--- src/ssc_cfg.svh ---
`ifndef SSC_CFG_SVH
`define SSC_CFG_SVH

// clock period and times, each in its own unit
`define SSC_CLK_NS 5
`define SSC_REF_REV_NS 11111000
`define SSC_CHARGE_MS 100
`define SSC_TIMEOUT_MS 500
`define SSC_DRV_RST_US 10
`define SSC_COMM_STEP_US 2000

// derived cycle counts
`define SSC_REF_REV_CYC (`SSC_REF_REV_NS / `SSC_CLK_NS)
`define SSC_CHARGE_CYC (`SSC_CHARGE_MS * 1000000 / `SSC_CLK_NS)
`define SSC_TIMEOUT_CYC (`SSC_TIMEOUT_MS * 1000000 / `SSC_CLK_NS)
`define SSC_DRV_RST_CYC (`SSC_DRV_RST_US * 1000 / `SSC_CLK_NS)
`define SSC_COMM_STEP_CYC (`SSC_COMM_STEP_US * 1000 / `SSC_CLK_NS)

// feedback and gain defaults
`define SSC_PULSES_PER_REV 4
`define SSC_GAIN 1
`define SSC_QUARTERS 4

`endif

--- src/ssc_pkg.sv ---
package ssc_pkg;

   // spindle modes as seen from outside
   typedef enum logic [1:0] {
      SSC_MODE_START,
      SSC_MODE_ACCEL,
      SSC_MODE_STABLE
   } ssc_mode_t;

   // commands to the spindle_driver
   typedef struct packed {
      logic reset;
      logic start;
      logic commutate;
      logic charge;
      logic discharge;
   } ssc_drv_t;

endpackage

--- src/ssc_top.sv ---
// Behaviour
// - the spindle runs through start, acceleration and stable rotation in order, only ever forward or back to start from reset.
// - after reset the spindle_driver is first told to charge its charge pump, whose charge sets motor current.
// - once the pump is charged the spindle_driver is put into motor start mode so start current flows.
// - with no feedback pulse within the timeout in start mode, the spindle_driver is reset and the start sequence begins again.
// - a feedback pulse during start mode moves the controller to acceleration mode.
// - in acceleration mode the commutation signal stops and the spindle_driver commutates from back-EMF.
// - in acceleration the speed is derived from feedback pulses and the pump kept charging until target speed, then stable mode.
// - in stable mode the revolution period is measured and compared against the stored reference period.
// - a short period discharges the pump, a long one charges it, for the difference times a constant gain.
// - the correction is applied once every quarter revolution in stable mode.
`timescale 1ns/1ps
`include "ssc_cfg.svh"

module ssc_top import ssc_pkg::*; #(
   parameter int CW = 32,
   parameter int REF_REV_CYC = `SSC_REF_REV_CYC,
   parameter int CHARGE_CYC = `SSC_CHARGE_CYC,
   parameter int TIMEOUT_CYC = `SSC_TIMEOUT_CYC,
   parameter int DRV_RST_CYC = `SSC_DRV_RST_CYC,
   parameter int COMM_STEP_CYC = `SSC_COMM_STEP_CYC,
   parameter int PULSES_PER_REV = `SSC_PULSES_PER_REV,
   parameter int GAIN = `SSC_GAIN
) (
   // clock and reset
   input wire logic ref_clk_i,
   input wire logic rstn_i,
   // feedback from the spindle_driver
   input wire logic phase_i,
   // commands to the spindle_driver
   output ssc_drv_t drv_o,
   // status
   output ssc_mode_t mode_o
);

   typedef enum logic [2:0] {
      ST_CHARGE,
      ST_START,
      ST_DRV_RST,
      ST_ACCEL,
      ST_STABLE
   } ssc_state_t;

   localparam int QP = (PULSES_PER_REV / `SSC_QUARTERS) < 1 ? 1 :
                       (PULSES_PER_REV / `SSC_QUARTERS);
   localparam int SW = CW + 2;
   localparam int PW = CW + 16;

   // reset release
   logic [1:0] rst_sync_q;
   logic rst_n;
   always_ff @(posedge ref_clk_i or negedge rstn_i) begin
      if (!rstn_i) rst_sync_q <= 2'h0;
      else rst_sync_q <= {rst_sync_q[0], 1'h1};
   end
   assign rst_n = rst_sync_q[1];

   // feedback synchroniser and edge detect
   logic ph_meta_q, ph_sync_q, ph_last_q;
   logic ph_edge;
   always_ff @(posedge ref_clk_i or negedge rst_n) begin
      if (!rst_n) begin
         ph_meta_q <= 1'h0;
         ph_sync_q <= 1'h0;
         ph_last_q <= 1'h0;
      end else begin
         ph_meta_q <= phase_i;
         ph_sync_q <= ph_meta_q;
         ph_last_q <= ph_sync_q;
      end
   end
   assign ph_edge = ph_sync_q & ~ph_last_q;

   // sequencer
   ssc_state_t state_q, state_d;
   logic [CW-1:0] tmr_q, tmr_d;
   logic [CW-1:0] comm_cnt_q;
   logic comm_q;
   logic [CW-1:0] ref_cyc;
   logic quarter_tick;
   logic [SW-1:0] new_sum;
   logic [2:0] fill_q;
   logic rev_valid;

   assign ref_cyc = CW'(REF_REV_CYC);
   assign rev_valid = (fill_q == 3'h3);

   always_comb begin
      state_d = state_q;
      tmr_d = tmr_q + CW'(1);
      unique case (state_q)
         ST_CHARGE: if (tmr_q >= CW'(CHARGE_CYC - 1)) begin
            state_d = ST_START;
            tmr_d = '0;
         end
         ST_START: if (ph_edge) begin
            state_d = ST_ACCEL;
            tmr_d = '0;
         end else if (tmr_q >= CW'(TIMEOUT_CYC - 1)) begin
            state_d = ST_DRV_RST;
            tmr_d = '0;
         end
         ST_DRV_RST: if (tmr_q >= CW'(DRV_RST_CYC - 1)) begin
            state_d = ST_CHARGE;
            tmr_d = '0;
         end
         ST_ACCEL: begin
            tmr_d = '0;
            if (quarter_tick && rev_valid && new_sum <= SW'(ref_cyc))
               state_d = ST_STABLE;
         end
         ST_STABLE: tmr_d = '0;
      endcase
   end

   always_ff @(posedge ref_clk_i or negedge rst_n) begin
      if (!rst_n) begin
         state_q <= ST_CHARGE;
         tmr_q <= '0;
      end else begin
         state_q <= state_d;
         tmr_q <= tmr_d;
      end
   end

   // commutation stepping while in start mode only
   always_ff @(posedge ref_clk_i or negedge rst_n) begin
      if (!rst_n) begin
         comm_cnt_q <= '0;
         comm_q <= 1'h0;
      end else if (state_q != ST_START) begin
         comm_cnt_q <= '0;
         comm_q <= 1'h0;
      end else if (comm_cnt_q >= CW'(COMM_STEP_CYC - 1)) begin
         comm_cnt_q <= '0;
         comm_q <= ~comm_q;
      end else begin
         comm_cnt_q <= comm_cnt_q + CW'(1);
      end
   end

   // quarter revolution period measurement
   logic running;
   logic [7:0] pcnt_q;
   logic [CW-1:0] per_q;
   logic [CW-1:0] hist_q [`SSC_QUARTERS];
   logic [1:0] hidx_q;
   logic [SW-1:0] rev_sum;

   assign running = (state_q == ST_ACCEL) || (state_q == ST_STABLE);
   assign quarter_tick = running && ph_edge && (pcnt_q == 8'(QP - 1));
   assign rev_sum = SW'(hist_q[0]) + SW'(hist_q[1]) + SW'(hist_q[2]) + SW'(hist_q[3]);
   assign new_sum = rev_sum - SW'(hist_q[hidx_q]) + SW'(per_q);

   always_ff @(posedge ref_clk_i or negedge rst_n) begin
      if (!rst_n) begin
         pcnt_q <= '0;
         per_q <= '0;
         hidx_q <= '0;
         fill_q <= '0;
         for (int i = 0; i < `SSC_QUARTERS; i++) hist_q[i] <= '0;
      end else if (!running) begin
         pcnt_q <= '0;
         per_q <= '0;
         hidx_q <= '0;
         fill_q <= '0;
      end else begin
         if (ph_edge) pcnt_q <= quarter_tick ? 8'h00 : pcnt_q + 8'h01;
         if (quarter_tick) begin
            per_q <= CW'(1);
            hist_q[hidx_q] <= per_q;
            hidx_q <= hidx_q + 2'h1;
            if (!rev_valid) fill_q <= fill_q + 3'h1;
         end else if (per_q != '1) begin
            per_q <= per_q + CW'(1);
         end
      end
   end

   // speed correction pulse
   logic short_rev;
   logic [SW-1:0] diff;
   logic [PW-1:0] prod;
   logic [CW-1:0] dur;
   logic [CW-1:0] corr_cnt_q;
   logic corr_dis_q;

   assign short_rev = new_sum < SW'(ref_cyc);
   assign diff = short_rev ? SW'(ref_cyc) - new_sum : new_sum - SW'(ref_cyc);
   assign prod = PW'(diff) * PW'(GAIN);
   assign dur = (prod > PW'({CW{1'b1}})) ? '1 : prod[CW-1:0];

   always_ff @(posedge ref_clk_i or negedge rst_n) begin
      if (!rst_n) begin
         corr_cnt_q <= '0;
         corr_dis_q <= 1'h0;
      end else if (state_q != ST_STABLE) begin
         corr_cnt_q <= '0;
         corr_dis_q <= 1'h0;
      end else if (quarter_tick) begin
         corr_cnt_q <= dur;
         corr_dis_q <= short_rev;
      end else if (corr_cnt_q != '0) begin
         corr_cnt_q <= corr_cnt_q - CW'(1);
      end
   end

   // registered outputs
   ssc_drv_t drv_q;
   ssc_mode_t mode_q;
   always_ff @(posedge ref_clk_i or negedge rst_n) begin
      if (!rst_n) begin
         drv_q <= '0;
         mode_q <= SSC_MODE_START;
      end else begin
         drv_q.reset <= (state_q == ST_DRV_RST);
         drv_q.start <= (state_q == ST_START);
         drv_q.commutate <= comm_q && (state_q == ST_START);
         drv_q.charge <= (state_q == ST_CHARGE) || (state_q == ST_ACCEL) ||
                         ((state_q == ST_STABLE) && corr_cnt_q != '0 && !corr_dis_q);
         drv_q.discharge <= (state_q == ST_STABLE) && corr_cnt_q != '0 && corr_dis_q;
         mode_q <= (state_q == ST_ACCEL) ? SSC_MODE_ACCEL :
                   (state_q == ST_STABLE) ? SSC_MODE_STABLE : SSC_MODE_START;
      end
   end
   assign drv_o = drv_q;
   assign mode_o = mode_q;
endmodule

--- config.mk ---
export PLATFORM = sky130hd
export DESIGN_NAME = ssc_top
export DESIGN_NICKNAME = d
export VERILOG_FILES = /design/src/ssc_pkg.sv /design/src/ssc_top.sv
export VERILOG_INCLUDE_DIRS = /design/src
export SDC_FILE = /design/constraint.sdc
export NUM_CORES = 1
export LEC_CHECK = 0
export ABC_AREA = 1
export BUFFER_PORTS_ARGS = -buffer_cell sky130_fd_sc_hd__buf_2
export CAP_MARGIN = 30
export CORE_MARGIN = 8
export CORE_UTILIZATION = 25
export CTS_CLUSTER_DIAMETER = 150
export DETAILED_ROUTE_END_ITERATION = 16
export PLACE_DENSITY = 0.45
export SYNTH_ARGS = -nofsm -noshare
export SYNTH_HDL_FRONTEND = slang
export SYNTH_SLANG_ARGS = --single-unit
--- constraint.sdc ---
create_clock -name ref_clk_i -period 26 [get_ports ref_clk_i]
set_clock_uncertainty 0.1 [all_clocks]
set_input_delay 5.2 -clock ref_clk_i [delete_from_list [all_inputs] [get_ports ref_clk_i]]
set_output_delay 5.2 -clock ref_clk_i [all_outputs]
set_load 0.05 [all_outputs]
==> qor.yml <==
drive_above_1_share_pct: 6.95
rows: 108
cap_violations: 0
hpwl_mm: 47.8
ctsHoldBuffers: 0
yosysSeqAreaShare_pct: 32.9
synth.largest_area_cell: "dfrtp_1"
cts-root-buf: "clkbuf_16"
max_slew_margin_pct: 39.9
cp-end-kind: "flop"
synth_most_common_cell: "nand2_1"
synth_edf_count: 0
wl_per_cell_um: 14.9
hold_class: "flop to flop"
numCtsBuffers: 39
path_clk_slew_ps: 50
dp_cells: 4150
hold_viol_final: 0
cts_sinks: 286
synth-main-ff-cell: "dfrtp_1"
dieArea_um2: 96700
routed_wl_mm: 62.7
synthArstFlopShare_pct: 100
vias: 18500
slowest_delay_ps: 620
worst_pin_slew_ps: 901
core_region_area_um2: 86500
outcome: "finished, final reports clean"
htree_levels: 2
crit_required_ps: 26330
crit_top_cell: "nand2_1"
synth_area_per_cell_um2: 7.20
ctsResizeCount: 0
yosys_warnings: 0
via_per_inst: 4.39
portBuffers: 9
dr.pass1.iters: 7
synth_area_um2: 21800
nNetsFinal: 3214
die_y_um: 311
critPathMaxFanout: 47
drv_slew: 0
antenna_found_initial: 1
area_growth_pct: 12.9
cts_tree: "yes"
ios: 10
drc_errors: 0
fmax_ghz: 0.143
pre_cts_ws_ps: 18940
gp_congestion: 0.836
fp.dieW_um: 311
synth_top_area_share_pct: 32.9
grtUsageTotal_pct: 12.9
crit_path_start_kind: "flop"
min_period_over_period_pct: 26.9
drt_iter0_markers: 1005
crit_type: "flop to flop"
cp.arrival_ps: 7320
setup_viol: 0
synth_cell_types: 59
grt_overflow: 0
post_cts_buffers: 0
ant_nets: 0
start_util_pct: 25.2
ys_seq_elements: 286
grt_pass1_vias: 18700
insertedDiodeCount: 0
cpMaxStageDelayCell: "dfrtp_2"
fin_cells: 4221
grt_pass1_wl_mm: 103
rsz0062_at_grt: "false"
setup_ws_ps: 19020
grt_max_degree: 68
fin_crit_ps: 6980
synthTopCellsByCount: "nand2_1, inv_1, dfrtp_1, nor2_1, nand3_1"
syn_inst: 3021
cts_buffer_depth: 3
clk_latency_ps: 570
timing.setup.tns_ps: 0
yosys-top-cells-area: "dfrtp_1, nand2_1, fa_1, inv_1, nand3_1"
postLayoutCoreUtil_pct: 28.4
==> cell families after synthesis <==
| group | Yosys count | share of synthesized area [%] |
|---|---|---|
| other | 2 | 0.0345 |
| adders and majority gates | 174 | 14.4 |
| DFF | 286 | 32.9 |
| and+or+nand+nor | 1537 | 30.7 |
| buffers and inverters | 609 | 10.7 |
| xor gates and xnor gates | 39 | 1.57 |
| AOI/OAI and AO/OA | 374 | 9.65 |
==> layer usage <==
| metal | part of all wire [%] | global-route usage [%] |
|---|---|---|
| met1 | 50 | 18.0 |
| met2 | 45 | 21.2 |
| met3 | 2.9 | 1.39 |
| met4 | 2.2 | 3.28 |
| met5 | 0 | 0 |
==> placed cells by master, fill, tap and decap left out, types with 8 or more instances in the layout <==
cell       Yosys  layout
a211oi_1       8       8
a21oi_1      113     113
a32o_1        24      24
buf_2          5      10
buf_4          2      17
clkbuf_16      0      40
conb_1         2      19
dfrtp_1      286     284
fa_1         128     128
ha_1          46      46
inv_1        509     508
inv_2         24      25
nand2_1      830     826
nand2_2       25      29
nand3_1      210     210
nand4_1       25      25
nor2_1       280     280
nor2_2        29      29
nor3_1        68      67
nor3b_1       10      10
nor4_1        17      17
o21ai_0      193     193
xnor2_1        9       9
xor2_1        30      30
==> path summary, 6_finish.rpt <==
check	end	startpoint	slack [ps]	cells past startpoint
worst min register to register	rst_sync_q[1]	rst_sync_q[0]	250	0
worst max-delay path	corr_cnt_q[16]	hidx_q[0]	19020	30
min in group asynchronous	tmr_q[6]	rst_sync_q[1]	280	0
max in group asynchronous	rst_sync_q[1]	rstn_i	21370	1
worst max register to register	corr_cnt_q[16]	hidx_q[0]	19020	30
worst min-delay path	rst_sync_q[1]	rst_sync_q[0]	250	0
==> final cells by class <==
type | count | area (µm²)
inverters | 539 | 2030
clock inverters | 17 | 246
flip-flops and latches | 286 | 7160
fillers | 9613 | 61900
well taps | 1155 | 1450
repair buffers | 28 | 205
clock buffers | 53 | 1120
multi-input cells | 2143 | 12400
==> worst max-delay path: cells and delay by family, from the launching register on <==
kind / cells / cell delay (ps)
AOI/OAI and AO/OA: 1 / 270
buffers and inverters: 5 / 1040
and+or+nand+nor: 20 / 2820
adders and majority gates: 4 / 1950
DFF: 1 / 620
==> state kept, by name (all words and copies together), names as in the netlist, 3 cells and up <==
name and cells:
pcnt_q 8, fill_q 3, corr_cnt_q 32, drv_o 5, hist_q 128, comm_cnt_q 32
state_q 3, per_q 32, tmr_q 32
==> through the flow <==
step                      hold WS (ps)  area [µm²]
final                              247       24600
after global routing               259       24600
after CTS                          248       24600
after detailed placement           235       23200
after global placement             232       23200
after floorplan                    231       21800
Power is left out: the tool's default activity adds up to more than one toggle a clock period on the data nets, which glitch-free logic cannot reach.
